File: config.mk
export PLATFORM = sky130hd
export DESIGN_NAME = three_port_gpio_block
export DESIGN_NICKNAME = d
export VERILOG_FILES = /design/src/verilog/gpio_pkg.sv /design/src/verilog/sync_two_stage.sv /design/src/verilog/pin_driver.sv /design/src/verilog/three_port_gpio_block.sv
export SDC_FILE = /design/constraint.sdc
export NUM_CORES = 1
export LEC_CHECK = 0
export ABC_AREA = 1
export ABC_CLOCK_PERIOD_IN_PS = 6600
export BUFFER_PORTS_ARGS = -buffer_cell sky130_fd_sc_hd__buf_2
export CORE_MARGIN = 3
export CORE_UTILIZATION = 51
export DETAILED_ROUTE_END_ITERATION = 10
export PLACE_DENSITY = 0.78
export SYNTH_ARGS = -nofsm -noshare
export SYNTH_HDL_FRONTEND = slang
export SYNTH_SLANG_ARGS = --single-unit
File: constraint.sdc
create_clock -name sys_clk_in -period 6.6 [get_ports sys_clk_in]
set_input_delay 1.65 -clock sys_clk_in [delete_from_list [all_inputs] [get_ports sys_clk_in]]
set_output_delay 1.65 -clock sys_clk_in [all_outputs]
set_load 0.02 [all_outputs]
File: src/verilog/gpio_pkg.sv
// Notes on behaviour
// - Direction one tri-states peripheral port pin
// - Direction zero drives pin from latch
// - Enabled peripheral forces pin direction
// - Bits 0-2 carry timer and capture channels
// - Bits 3-7 carry serial and USART signals
// - Slave port pins each have direction bit
// - Mode bit turns port into slave port
// - Slave pin n carries data bit n
// - Control pins settable; strobes in slave mode
// - Analog control pin reads back zero
// - Direction bits still drive analog pins
// - Power-on makes control pins analog
// - Reset sets peripheral direction all ones
// - Reset sets slave direction all ones
// - Control register resets to 0000 -111
// - Mode off clears buffer flags, keeps overrun
`default_nettype none
package gpio_pkg;
	localparam int ADDR_W = 8;
	localparam int DATA_W = 8;
	localparam int CTRL_W = 3;
	localparam logic [7:0] PERIPH_DATA_ADDR = 8'h07;
	localparam logic [7:0] SLAVE_DATA_ADDR = 8'h08;
	localparam logic [7:0] CTRL_DATA_ADDR = 8'h09;
	localparam logic [7:0] PERIPH_DIR_ADDR = 8'h87;
	localparam logic [7:0] SLAVE_DIR_ADDR = 8'h88;
	localparam logic [7:0] CTRL_DIR_MODE_ADDR = 8'h89;
	localparam logic [7:0] ANALOG_CFG_ADDR = 8'h9f;
	localparam logic [7:0] PERIPH_DIR_RESET = 8'hff;
	localparam logic [7:0] SLAVE_DIR_RESET = 8'hff;
	localparam logic [7:0] CTRL_DIR_MODE_RESET = 8'h07;
	localparam logic [7:0] DATA_LATCH_RESET = 8'h00;
	localparam logic [2:0] ANALOG_CFG_RESET = 3'h0;
	// Field positions of the control direction and mode register
	localparam int WAITING_BIT = 7;
	localparam int PENDING_BIT = 6;
	localparam int OVERRUN_BIT = 5;
	localparam int MODE_BIT = 4;
	// Peripheral pin roles on the multiplexed port
	localparam int TIMER_CLK_BIT = 0;
	localparam int TIMER_OSC_CCP2_BIT = 1;
	localparam int CCP1_BIT = 2;
	localparam int SERIAL_CLK_BIT = 3;
	localparam int SERIAL_DIN_BIT = 4;
	localparam int SERIAL_DOUT_BIT = 5;
	localparam int USART_TX_BIT = 6;
	localparam int USART_RX_BIT = 7;
	// Control pin roles in slave mode
	localparam int READ_STROBE_BIT = 0;
	localparam int WRITE_STROBE_BIT = 1;
	localparam int CHIP_SELECT_BIT = 2;
	typedef enum logic [2:0] {
		SEL_NONE = 3'b000,
		SEL_PERIPH_DATA = 3'b001,
		SEL_SLAVE_DATA = 3'b010,
		SEL_CTRL_DATA = 3'b011,
		SEL_PERIPH_DIR = 3'b100,
		SEL_SLAVE_DIR = 3'b101,
		SEL_CTRL_DIR = 3'b110,
		SEL_ANALOG = 3'b111
	} reg_sel_type;
endpackage
`default_nettype wire

File: src/verilog/sync_two_stage.sv
`timescale 1ns/1ps
`default_nettype none
module sync_two_stage #(
	parameter int WIDTH = 8
) (
	input wire logic sys_clk_in,
	input wire logic rst_in,
	input wire logic [WIDTH-1:0] async_in,
	output logic [WIDTH-1:0] sync_out
);
	logic [WIDTH-1:0] meta_reg;

	// First stage feeds only the second
	always_ff @(posedge sys_clk_in or posedge rst_in) begin
		if (rst_in) begin
			meta_reg <= '0;
			sync_out <= '0;
		end else begin
			meta_reg <= async_in;
			sync_out <= meta_reg;
		end
	end
endmodule
`default_nettype wire

File: src/verilog/pin_driver.sv
`timescale 1ns/1ps
`default_nettype none
module pin_driver #(
	parameter int WIDTH = 8
) (
	input wire logic sys_clk_in,
	input wire logic rst_in,
	input wire logic [WIDTH-1:0] latch_in,
	input wire logic [WIDTH-1:0] dir_in,
	input wire logic [WIDTH-1:0] force_out_in,
	input wire logic [WIDTH-1:0] force_in_in,
	input wire logic [WIDTH-1:0] alt_data_in,
	output logic [WIDTH-1:0] pin_out,
	output logic [WIDTH-1:0] pin_oe_out
);
	genvar i;
	generate
		for (i = 0; i < WIDTH; i++) begin : g_bit
			always_ff @(posedge sys_clk_in or posedge rst_in) begin
				if (rst_in) begin
					pin_out[i] <= 1'b0;
					pin_oe_out[i] <= 1'b0;
				end else if (force_out_in[i]) begin
					pin_out[i] <= alt_data_in[i];
					pin_oe_out[i] <= 1'b1;
				end else if (force_in_in[i]) begin
					pin_out[i] <= latch_in[i];
					pin_oe_out[i] <= 1'b0;
				end else begin
					pin_out[i] <= latch_in[i];
					pin_oe_out[i] <= ~dir_in[i];
				end
			end
		end
	endgenerate
endmodule
`default_nettype wire

File: src/verilog/three_port_gpio_block.sv
`timescale 1ns/1ps
`default_nettype none
module three_port_gpio_block (
	input wire logic sys_clk_in,
	input wire logic rst_in,
	input wire logic other_rst_in,
	input wire logic [gpio_pkg::ADDR_W-1:0] addr_in,
	input wire logic [gpio_pkg::DATA_W-1:0] wr_data_in,
	input wire logic wr_en_in,
	input wire logic rd_en_in,
	output logic [gpio_pkg::DATA_W-1:0] rd_data_out,
	input wire logic [7:0] periph_pin_in,
	output logic [7:0] periph_pin_out,
	output logic [7:0] periph_pin_oe_out,
	input wire logic [7:0] periph_force_out_in,
	input wire logic [7:0] periph_force_in_in,
	input wire logic [7:0] periph_data_in,
	output logic [7:0] periph_pin_level_out,
	input wire logic [7:0] slave_pin_in,
	output logic [7:0] slave_pin_out,
	output logic [7:0] slave_pin_oe_out,
	input wire logic [gpio_pkg::CTRL_W-1:0] ctrl_pin_in,
	output logic [gpio_pkg::CTRL_W-1:0] ctrl_pin_out,
	output logic [gpio_pkg::CTRL_W-1:0] ctrl_pin_oe_out,
	output logic slave_mode_select_out,
	output logic [7:0] slave_bus_level_out,
	output logic read_strobe_n_out,
	output logic write_strobe_n_out,
	output logic chip_select_n_out,
	input wire logic slave_bus_drive_in,
	input wire logic [7:0] slave_input_latch_in,
	input wire logic word_received_in,
	input wire logic word_taken_in,
	output logic [7:0] slave_output_latch_out,
	output logic [gpio_pkg::CTRL_W-1:0] analog_select_out
);
	import gpio_pkg::*;

	logic [7:0] periph_latch_reg;
	logic [7:0] slave_latch_reg;
	logic [CTRL_W-1:0] ctrl_latch_reg;
	logic [7:0] periph_dir_reg;
	logic [7:0] slave_dir_reg;
	logic [CTRL_W-1:0] ctrl_dir_reg;
	logic slave_mode_reg;
	logic waiting_reg;
	logic pending_reg;
	logic overrun_reg;
	logic [CTRL_W-1:0] digital_cfg_reg;
	logic [7:0] periph_sync;
	logic [7:0] slave_sync;
	logic [CTRL_W-1:0] ctrl_sync;
	logic [7:0] rd_next;
	logic [7:0] ctrl_dir_mode_view;
	logic [7:0] slave_force_out;
	logic [7:0] slave_force_in;
	logic [CTRL_W-1:0] analog_mask;
	logic wr_periph_data;
	logic wr_slave_data;
	logic wr_ctrl_data;
	logic wr_periph_dir;
	logic wr_slave_dir;
	logic wr_ctrl_dir;
	logic wr_analog;
	logic rd_slave_data;

	function automatic reg_sel_type decode(input logic [7:0] addr);
		unique case (addr)
			PERIPH_DATA_ADDR: decode = SEL_PERIPH_DATA;
			SLAVE_DATA_ADDR: decode = SEL_SLAVE_DATA;
			CTRL_DATA_ADDR: decode = SEL_CTRL_DATA;
			PERIPH_DIR_ADDR: decode = SEL_PERIPH_DIR;
			SLAVE_DIR_ADDR: decode = SEL_SLAVE_DIR;
			CTRL_DIR_MODE_ADDR: decode = SEL_CTRL_DIR;
			ANALOG_CFG_ADDR: decode = SEL_ANALOG;
			default: decode = SEL_NONE;
		endcase
	endfunction

	// Pins come from outside the clock domain
	sync_two_stage #(
		.WIDTH(8)
	) u_periph_sync (
		.sys_clk_in(sys_clk_in),
		.rst_in(rst_in),
		.async_in(periph_pin_in),
		.sync_out(periph_sync)
	);

	sync_two_stage #(
		.WIDTH(8)
	) u_slave_sync (
		.sys_clk_in(sys_clk_in),
		.rst_in(rst_in),
		.async_in(slave_pin_in),
		.sync_out(slave_sync)
	);

	sync_two_stage #(
		.WIDTH(CTRL_W)
	) u_ctrl_sync (
		.sys_clk_in(sys_clk_in),
		.rst_in(rst_in),
		.async_in(ctrl_pin_in),
		.sync_out(ctrl_sync)
	);

	// Write strobes per register
	always_comb begin
		wr_periph_data = wr_en_in && decode(addr_in) == SEL_PERIPH_DATA;
		wr_slave_data = wr_en_in && decode(addr_in) == SEL_SLAVE_DATA;
		wr_ctrl_data = wr_en_in && decode(addr_in) == SEL_CTRL_DATA;
		wr_periph_dir = wr_en_in && decode(addr_in) == SEL_PERIPH_DIR;
		wr_slave_dir = wr_en_in && decode(addr_in) == SEL_SLAVE_DIR;
		wr_ctrl_dir = wr_en_in && decode(addr_in) == SEL_CTRL_DIR;
		wr_analog = wr_en_in && decode(addr_in) == SEL_ANALOG;
		rd_slave_data = rd_en_in && decode(addr_in) == SEL_SLAVE_DATA;
	end

	// Data latches survive warm resets; only power-on clears them
	always_ff @(posedge sys_clk_in or posedge rst_in) begin
		if (rst_in) begin
			periph_latch_reg <= DATA_LATCH_RESET;
			slave_latch_reg <= DATA_LATCH_RESET;
			ctrl_latch_reg <= DATA_LATCH_RESET[CTRL_W-1:0];
		end else begin
			if (wr_periph_data) begin
				periph_latch_reg <= wr_data_in;
			end
			if (wr_slave_data) begin
				slave_latch_reg <= wr_data_in;
			end
			if (wr_ctrl_data) begin
				ctrl_latch_reg <= wr_data_in[CTRL_W-1:0];
			end
		end
	end

	// Direction registers return to all inputs on every reset
	always_ff @(posedge sys_clk_in or posedge rst_in) begin
		if (rst_in) begin
			periph_dir_reg <= PERIPH_DIR_RESET;
			slave_dir_reg <= SLAVE_DIR_RESET;
		end else if (other_rst_in) begin
			periph_dir_reg <= PERIPH_DIR_RESET;
			slave_dir_reg <= SLAVE_DIR_RESET;
		end else begin
			if (wr_periph_dir) begin
				periph_dir_reg <= wr_data_in;
			end
			if (wr_slave_dir) begin
				slave_dir_reg <= wr_data_in;
			end
		end
	end

	// Mode and control pin direction
	always_ff @(posedge sys_clk_in or posedge rst_in) begin
		if (rst_in) begin
			slave_mode_reg <= CTRL_DIR_MODE_RESET[MODE_BIT];
			ctrl_dir_reg <= CTRL_DIR_MODE_RESET[CTRL_W-1:0];
		end else if (other_rst_in) begin
			slave_mode_reg <= CTRL_DIR_MODE_RESET[MODE_BIT];
			ctrl_dir_reg <= CTRL_DIR_MODE_RESET[CTRL_W-1:0];
		end else if (wr_ctrl_dir) begin
			slave_mode_reg <= wr_data_in[MODE_BIT];
			ctrl_dir_reg <= wr_data_in[CTRL_W-1:0];
		end
	end

	// Input word waiting: set by a finished external write
	always_ff @(posedge sys_clk_in or posedge rst_in) begin
		if (rst_in) begin
			waiting_reg <= CTRL_DIR_MODE_RESET[WAITING_BIT];
		end else if (other_rst_in) begin
			waiting_reg <= CTRL_DIR_MODE_RESET[WAITING_BIT];
		end else if (!slave_mode_reg) begin
			waiting_reg <= 1'b0;
		end else if (word_received_in) begin
			waiting_reg <= 1'b1;
		end else if (rd_slave_data) begin
			waiting_reg <= 1'b0;
		end
	end

	// Output word pending: firmware writes set, external read clears
	always_ff @(posedge sys_clk_in or posedge rst_in) begin
		if (rst_in) begin
			pending_reg <= CTRL_DIR_MODE_RESET[PENDING_BIT];
		end else if (other_rst_in) begin
			pending_reg <= CTRL_DIR_MODE_RESET[PENDING_BIT];
		end else if (!slave_mode_reg) begin
			pending_reg <= 1'b0;
		end else if (word_taken_in) begin
			// A write during an external read leaves it clear
			pending_reg <= 1'b0;
		end else if (wr_slave_data) begin
			pending_reg <= 1'b1;
		end
	end

	// Overrun keeps its value outside slave mode; set beats clear
	always_ff @(posedge sys_clk_in or posedge rst_in) begin
		if (rst_in) begin
			overrun_reg <= CTRL_DIR_MODE_RESET[OVERRUN_BIT];
		end else if (other_rst_in) begin
			overrun_reg <= CTRL_DIR_MODE_RESET[OVERRUN_BIT];
		end else if (slave_mode_reg && word_received_in && waiting_reg) begin
			overrun_reg <= 1'b1;
		end else if (wr_ctrl_dir) begin
			overrun_reg <= wr_data_in[OVERRUN_BIT];
		end
	end

	// Analog selection: a set bit makes that control pin digital
	always_ff @(posedge sys_clk_in or posedge rst_in) begin
		if (rst_in) begin
			digital_cfg_reg <= ANALOG_CFG_RESET;
		end else if (other_rst_in) begin
			digital_cfg_reg <= ANALOG_CFG_RESET;
		end else if (wr_analog) begin
			digital_cfg_reg <= wr_data_in[CTRL_W-1:0];
		end
	end

	always_comb begin
		analog_mask = ~digital_cfg_reg;
		// Bit 3 is unimplemented and reads zero
		ctrl_dir_mode_view = {waiting_reg, pending_reg, overrun_reg,
			slave_mode_reg, 1'b0, ctrl_dir_reg};
		// External bus owns slave pin direction in slave mode
		slave_force_out = {8{slave_mode_reg && slave_bus_drive_in}};
		slave_force_in = {8{slave_mode_reg && !slave_bus_drive_in}};
	end

	// Read mux, answered one cycle after the strobe
	always_comb begin
		rd_next = 8'h00;
		unique case (decode(addr_in))
			SEL_PERIPH_DATA: rd_next = periph_sync;
			SEL_SLAVE_DATA: begin
				if (slave_mode_reg) begin
					rd_next = slave_input_latch_in;
				end else begin
					rd_next = slave_sync;
				end
			end
			SEL_CTRL_DATA: begin
				rd_next = {5'h00, ctrl_sync & ~analog_mask};
			end
			// Stored setting, not the peripheral override
			SEL_PERIPH_DIR: rd_next = periph_dir_reg;
			SEL_SLAVE_DIR: rd_next = slave_dir_reg;
			SEL_CTRL_DIR: rd_next = ctrl_dir_mode_view;
			SEL_ANALOG: rd_next = {5'h00, digital_cfg_reg};
			SEL_NONE: rd_next = 8'h00;
		endcase
	end

	always_ff @(posedge sys_clk_in or posedge rst_in) begin
		if (rst_in) begin
			rd_data_out <= 8'h00;
		end else if (rd_en_in) begin
			rd_data_out <= rd_next;
		end else begin
			rd_data_out <= 8'h00;
		end
	end

	// Peripheral port: overrides win over stored direction
	pin_driver #(
		.WIDTH(8)
	) u_periph_drv (
		.sys_clk_in(sys_clk_in),
		.rst_in(rst_in),
		.latch_in(periph_latch_reg),
		.dir_in(periph_dir_reg),
		.force_out_in(periph_force_out_in),
		.force_in_in(periph_force_in_in),
		.alt_data_in(periph_data_in),
		.pin_out(periph_pin_out),
		.pin_oe_out(periph_pin_oe_out)
	);

	// Slave port: direction register ignored in slave mode
	pin_driver #(
		.WIDTH(8)
	) u_slave_drv (
		.sys_clk_in(sys_clk_in),
		.rst_in(rst_in),
		.latch_in(slave_latch_reg),
		.dir_in(slave_dir_reg),
		.force_out_in(slave_force_out),
		.force_in_in(slave_force_in),
		.alt_data_in(slave_latch_reg),
		.pin_out(slave_pin_out),
		.pin_oe_out(slave_pin_oe_out)
	);

	// Direction still rules in analog mode; software keeps inputs
	pin_driver #(
		.WIDTH(CTRL_W)
	) u_ctrl_drv (
		.sys_clk_in(sys_clk_in),
		.rst_in(rst_in),
		.latch_in(ctrl_latch_reg),
		.dir_in(ctrl_dir_reg),
		.force_out_in({CTRL_W{1'b0}}),
		.force_in_in({CTRL_W{1'b0}}),
		.alt_data_in(ctrl_latch_reg),
		.pin_out(ctrl_pin_out),
		.pin_oe_out(ctrl_pin_oe_out)
	);

	// Levels handed to peripherals and the slave transfer engine
	always_ff @(posedge sys_clk_in or posedge rst_in) begin
		if (rst_in) begin
			periph_pin_level_out <= 8'h00;
			slave_bus_level_out <= 8'h00;
			read_strobe_n_out <= 1'b1;
			write_strobe_n_out <= 1'b1;
			chip_select_n_out <= 1'b1;
		end else begin
			// Bit n feeds the peripheral that owns pin n
			periph_pin_level_out <= periph_sync;
			slave_bus_level_out <= slave_sync;
			// Strobes idle high whenever slave mode is off
			read_strobe_n_out <= !slave_mode_reg
				|| ctrl_sync[READ_STROBE_BIT];
			write_strobe_n_out <= !slave_mode_reg
				|| ctrl_sync[WRITE_STROBE_BIT];
			chip_select_n_out <= !slave_mode_reg
				|| ctrl_sync[CHIP_SELECT_BIT];
		end
	end

	// Software must pick digital and inputs before slave mode
	always_comb begin
		slave_mode_select_out = slave_mode_reg;
		slave_output_latch_out = slave_latch_reg;
		analog_select_out = analog_mask;
	end
endmodule
`default_nettype wire

==> results.json, run 1 <==
{
  "portBuffers": 151,
  "initial_core_util": 0.535,
  "clock_skew_ns": 0.00368,
  "r2r_slack_ns": 4.71,
  "final_max_slew_viol_count": 0,
  "clk_pin_slew_ns": 0.06,
  "synth_cells": 467,
  "cts_hold_buf": 0,
  "path_class": "flop to primary output",
  "critPathLaunchType": "flop",
  "die_width_um": 108,
  "firstDrtPassIters": 5,
  "end_kind": "primary output",
  "post-place-ws_ns": 3.49,
  "fin_crit_sh": 0.493,
  "slew-limit-headroom": 0.502,
  "crit_family": "flip-flops",
  "worst-path-stages": 1,
  "io_pins": 152,
  "grt_max_degree": 91,
  "synth_nets": 542,
  "grt_pass1_vias": 4131,
  "cts_resized": 0,
  "hpwl_um": 8520,
  "drive_above_1_share": 0.393,
  "cellPowerDensity_nw_per_um2": 312,
  "die_area_um2": 11800,
  "rsz0062_at_grt": "false",
  "worstPathRequired_ns": 4.95,
  "maxCapViolations": 0,
  "ys_seq_area_frac": 0.698,
  "worst_pin_slew_ns": 0.747,
  "fin_setup_tns_ns": 0,
  "drc": 0,
  "ys_ff_latch": 148,
  "clock_latency_ns": 0.52,
  "n_antenna_cell": 0,
  "worstPathArrival_ns": 1.60,
  "r2r-end": "rd_data_out[6]",
  "fin_nets": 704,
  "antenna_found_initial": 0,
  "avgRoutedWirePerCell_um": 15.8,
  "rows": 36,
  "synth-warning-count": 0,
  "mostFrequentLayoutCell": "buf_2",
  "syn_avg_cell_area_um2": 11.5,
  "grt_usage": 0.222,
  "crit_chain": "buf_2",
  "synth_cell_types": 30,
  "r2r_cells": 7,
  "core_um2": 10000,
  "crit_buf_inv": 1,
  "critPathLaunch": "slave_mode_select_out",
  "clockBufferDepth": 2,
  "cts_buffers": 17,
  "place.gp.congestion": 0.867,
  "final_util": 0.683,
  "wl_um": 12300,
  "worst_slack_ns": 3.35,
  "cts_sinks": 148,
  "power_leakage_nw": 3.56,
  "detail-route-antenna-nets": 0,
  "crit_path_max_fanout": 19,
  "final_cell_mix": "151 x buf_2, 126 x dfrtp_1, 89 x nand2_1",
  "syn_area_um2": 5350,
  "outcome": "finished clean",
  "hold_viol": 0,
  "crit_path_top_delay_cell": "dfrtp_1",
  "tritoncts": "done",
  "post-route-min-period_ns": 3.25,
  "hold_path.class": "flop to flop",
  "post_drt_via_cell_ratio": 4.99,
  "vias": 3866,
  "area_growth_pct": 27.8,
  "fp.dieH_um": 108,
  "ir_worst_vdd_mv": 0.199,
  "finalSetupViolCount": 0,
  "root_buffer": "clkbuf_8",
  "critPathCapture": "slave_mode_select_out",
  "fillers": 774,
  "drtIter0Drc": 258,
  "reg2reg_from": "slave_mode_select_out",
  "gr-total-overflow": 0,
  "postCtsSetupRepairBufs": 0,
  "grt_pass1_wl_um": 19600,
  "htreeDepth": 4,
  "cpPeakStageDelay_ns": 0.80,
  "fmax_ghz": 0.307
}
[worst register-to-register path: cells and delay by family (launching register included)]
kind / cells / cell delay, ns
compound gates: 1 / 0.12
buf+inv: 1 / 0.43
flops: 1 / 0.80
simple gates: 5 / 0.41
[final cells by class]
| type | count | area (µm²) | area share |
|---|---|---|---|
| multi-input cells | 266 | 1380 | 0.202 |
| inverters | 44 | 171 | 0.0251 |
| flip-flops and latches | 148 | 3730 | 0.546 |
| well taps | 133 | 166 | 0.0244 |
| clock buffers | 23 | 467 | 0.0683 |
| repair buffers | 152 | 763 | 0.112 |
| clock inverters | 9 | 151 | 0.0222 |
[cells by family (layout without fill, tap and decap cells)]
family | Yosys count | after routing | synth area share
buffers and inverters | 53 | 228 | 0.0435
muxes | 8 | 8 | 0.0168
AOI/OAI and AO/OA | 85 | 85 | 0.0971
DFF | 148 | 148 | 0.698
and+or+nand+nor | 173 | 173 | 0.145
[worst min-delay path by stage]
stage	start	endpoint	slack, ns	depth (start not counted)
6_report	u_periph_sync.meta_reg[7]	u_periph_sync.sync_out[7]	0.35	0
5_1_grt	u_slave_sync.meta_reg[6]	u_slave_sync.sync_out[6]	0.36	0
4_1_cts	u_periph_sync.meta_reg[1]	u_periph_sync.sync_out[1]	0.35	0
3_5_place_dp	u_periph_sync.meta_reg[1]	u_periph_sync.sync_out[1]	0.33	0
3_3_place_gp	u_periph_sync.meta_reg[5]	u_periph_sync.sync_out[5]	0.33	0
2_1_floorplan	u_ctrl_sync.meta_reg[0]	u_ctrl_sync.sync_out[0]	0.33	0
[power by group]
group / total (mW) / internal (mW) / switching [mW]
logic: 0.155 / 0.0526 / 0.103
registers: 0.987 / 0.963 / 0.0238
clock network: 0.992 / 0.643 / 0.349
[cells in the mapped netlist (all sizes together)]
| library cell | n | area share |
|---|---|---|
| dfstp | 22 | 0.11 |
| mux2 | 8 | 0.017 |
| a21oi | 27 | 0.027 |
| a211oi | 1 | 0.0014 |
| nor2 | 54 | 0.046 |
| o21ai | 44 | 0.052 |
| buf | 6 | 0.010 |
| a31oi | 3 | 0.0035 |
| clkinv | 2 | 0.0016 |
| nor3 | 1 | 0.00093 |
| o22ai | 1 | 0.0012 |
| dfrtp | 126 | 0.59 |
| nand3 | 14 | 0.013 |
| or2 | 3 | 0.0035 |
| clkbuf | 3 | 0.0021 |
| o21bai | 9 | 0.013 |
| nand2 | 101 | 0.081 |
| inv | 42 | 0.029 |
[metrics by stage]
step | cells | total power, mW | cell area [µm²] | hold WS [ns]
finish | 775 | 2.13 | 6830 | 0.347
global route | 775 | 2.22 | 6830 | 0.355
CTS | 775 | 2.15 | 6830 | 0.349
detailed placement | 743 | 1.16 | 6220 | 0.335
global placement | 743 | 1.15 | 6220 | 0.332
floorplan | 467 | 1.09 | 5350 | 0.331
[per-layer routing]
layer	vias up	routed length, µm	track usage
met5	-	0	0
met4	0	280	0.0920
met3	24	848	0.0639
met2	171	6180	0.371
met1	1856	4950	0.271
li1	1815	-	-
(Power assumes the default switching activity.)
==> inputs of run 2 (changes only) <==
--- a/config.mk
+++ b/config.mk
@@ -5,13 +5,13 @@
 export SDC_FILE = /design/constraint.sdc
 export NUM_CORES = 1
 export LEC_CHECK = 0
-export ABC_AREA = 1
-export ABC_CLOCK_PERIOD_IN_PS = 6600
+export ABC_AREA = 0
+export ABC_CLOCK_PERIOD_IN_PS = 2900
 export BUFFER_PORTS_ARGS = -buffer_cell sky130_fd_sc_hd__buf_2
 export CORE_MARGIN = 3
-export CORE_UTILIZATION = 51
+export CORE_UTILIZATION = 46
 export DETAILED_ROUTE_END_ITERATION = 10
-export PLACE_DENSITY = 0.78
+export PLACE_DENSITY = 0.75
 export SYNTH_ARGS = -nofsm -noshare
 export SYNTH_HDL_FRONTEND = slang
 export SYNTH_SLANG_ARGS = --single-unit
==> constraint.sdc (replaced) <==
create_clock -name sys_clk_in -period 2.9 [get_ports sys_clk_in]
set_input_delay 0.725 -clock sys_clk_in [delete_from_list [all_inputs] [get_ports sys_clk_in]]
set_output_delay 0.725 -clock sys_clk_in [all_outputs]
set_load 0.02 [all_outputs]
==> run 2 against run 1 <==
Against the previous run:
- synthesized area grew 1.0%
- critical path depth grew 4
- critical path type is now input pin to flop
- combinational power grew 130%
- register-to-register slack lost 3.4 ns
- core utilization shrank 5.3 points
- sequential cell count is the same
- final cell count shrank 9.4%
- worst setup slack lost 2.7 ns
- hold slack lost 0.0015 ns
- routed wire length grew 4.3%
- die area grew 11%
==> results.json, run 2 <==
{
  "die_area_um2": 13100,
  "syn_avg_cell_area_um2": 14.0,
  "drc": 0,
  "synth-warning-count": 0,
  "post-place-ws_ns": 0.279,
  "cts_resized": 0,
  "vias": 3709,
  "yosysTopAreaCell": "dfrtp_1",
  "synth.most_common_cell": "dfrtp_1",
  "power_leakage_nw": 3.46,
  "grt_max_degree": 91,
  "ir_worst_vdd_mv": 0.513,
  "critPathLaunchType": "input pin",
  "place.gp.congestion": 0.891,
  "netlist_top_cells_area": "dfrtp_1 58%, dfstp_2 11%, a211o_1 3.1%",
  "grt_usage": 0.206,
  "fp.dieH_um": 114,
  "grt_pass1_vias": 3912,
  "mostFrequentLayoutCell": "buf_2",
  "fmax_ghz": 0.445,
  "rsz0062_at_grt": "false",
  "drtIter0Drc": 288,
  "fillers": 864,
  "clockBufferDepth": 2,
  "async_reset_ff_frac": 1.00,
  "cts_sinks": 148,
  "end_kind": "flop",
  "firstDrtPassIters": 4,
  "cts_hold_buf": 0,
  "worstPathArrival_ns": 2.53,
  "crit_path_max_fanout": 8,
  "tritoncts": "done",
  "dominantRegCellSynth": "dfrtp_1",
  "synth_cells": 386,
  "gr-total-overflow": 0,
  "die_width_um": 114,
  "synth_edf_count": 0,
  "clock_skew_ns": 0.00858,
  "path_class": "input pin to flop",
  "outcome": "finished clean",
  "clk_pin_slew_ns": 0.06,
  "final_cell_mix": "151 x buf_2, 126 x dfrtp_1, 29 x nor2_1",
  "clock_latency_ns": 0.42,
  "fin_crit_sh": 0.774,
  "cts_buffers": 17,
  "hold_ws_ns": 0.346,
  "wl_um": 12800,
  "io_pins": 152,
  "portBuffers": 151,
  "cellPowerDensity_nw_per_um2": 720,
  "drive_above_1_share": 0.432,
  "fin_nets": 624,
  "hpwl_um": 9080,
  "power_mw": 5.07,
  "synth_common_cells": "126 x dfrtp_1, 29 x nor2_1, 22 x dfstp_2",
  "slew-limit-headroom": 0.669,
  "multi_input_area_um2": 1540,
  "rows": 38,
  "synth_top_area_share": 0.584,
  "maxCapViolations": 0,
  "area_growth_pct": 30.3,
  "htreeDepth": 4,
  "hold_path.class": "flop to flop",
  "worst_pin_slew_ns": 0.497,
  "antenna_found_initial": 1,
  "synth_nets": 461,
  "worst_slack_ns": 0.654,
  "root_buffer": "clkbuf_16",
  "detail-route-antenna-nets": 0,
  "n_antenna_cell": 0,
  "fin_setup_tns_ns": 0,
  "finalSetupViolCount": 0,
  "worstPathRequired_ns": 3.19,
  "hold_viol": 0,
  "ys_seq_area_frac": 0.691,
  "syn_area_um2": 5400,
  "initial_core_util": 0.484,
  "core_um2": 11200,
  "post_drt_via_cell_ratio": 5.28,
  "postPlaceCellArea_um2": 6350,
  "seq_area_um2": 3730,
  "postCtsSetupRepairBufs": 0,
  "ys_ff_latch": 148,
  "post-route-min-period_ns": 2.25,
  "avgRoutedWirePerCell_um": 18.2,
  "design_area_um2": 7040,
  "final_max_slew_viol_count": 0,
  "grt_pass1_wl_um": 20400,
  "synth_cell_types": 49
}
[run 2: cell type report]
| class | count | area share |
|---|---|---|
| Multi-Input combinational cell | 206 | 0.219 |
| Inverter | 17 | 0.00960 |
| Tap cell | 140 | 0.0249 |
| Clock inverter | 14 | 0.0352 |
| Clock buffer | 18 | 0.0624 |
| Sequential cell | 148 | 0.530 |
| Timing Repair Buffer | 159 | 0.119 |
[run 2: layer usage]
| layer | GRT usage | vias to the layer above | share of wire |
|---|---|---|---|
| li1 | - | 1699 | - |
| met1 | 0.260 | 1855 | 0.41 |
| met2 | 0.331 | 139 | 0.50 |
| met3 | 0.0782 | 14 | 0.079 |
| met4 | 0.0657 | 2 | 0.010 |
| met5 | 0 | - | 0.0010 |
[run 2: final timing paths]
kind / slack, ns / depth (start not counted) / start / end
worst min register to register: 0.35 / 0 / u_periph_sync.meta_reg[4] / u_periph_sync.sync_out[4]
worst max register to register: 1.29 / 5 / slave_mode_select_out / rd_data_out[4]
worst min-delay path: 0.35 / 0 / u_periph_sync.meta_reg[4] / u_periph_sync.sync_out[4]
max in group asynchronous: 2.03 / 3 / rst_in / periph_dir_reg[7]
min in group asynchronous: 0.42 / 3 / rst_in / u_periph_sync.sync_out[0]
worst max-delay path: 0.65 / 5 / addr_in[4] / periph_latch_reg[6]
[run 2: worst max-delay path, cell delays in order]
cell and delay [ns]:
buf_2 0.15, or3_1 0.46, or3_1 0.55, nor2_8 0.28, mux2_1 0.37
[run 2: power by group]
part           leakage [nW]  total [mW]  switching, mW  internal [mW]
Sequential             1.83        2.20         0.0406           2.16
Clock                 0.328        2.51          0.862           1.65
Combinational          1.30       0.359          0.219          0.139
Total                  3.46        5.07           1.12           3.94
[run 2: kinds of logic (layout without fill, tap and decap cells)]
| group | count (synthesis) | in the layout | synth area share |
|---|---|---|---|
| buf+inv | 32 | 208 | 0.0245 |
| flops | 148 | 148 | 0.691 |
| mux | 41 | 41 | 0.0880 |
| xor+xnor | 2 | 2 | 0.00324 |
| simple gates | 76 | 76 | 0.0808 |
| compound gates | 87 | 87 | 0.113 |
[run 2: through the flow]
stage / cells / utilization
after floorplan: 386 / -
after global placement: 670 / 0.569
after detailed placement: 670 / 0.569
after CTS: 702 / 0.630
after global routing: 702 / 0.630
final: 702 / 0.630
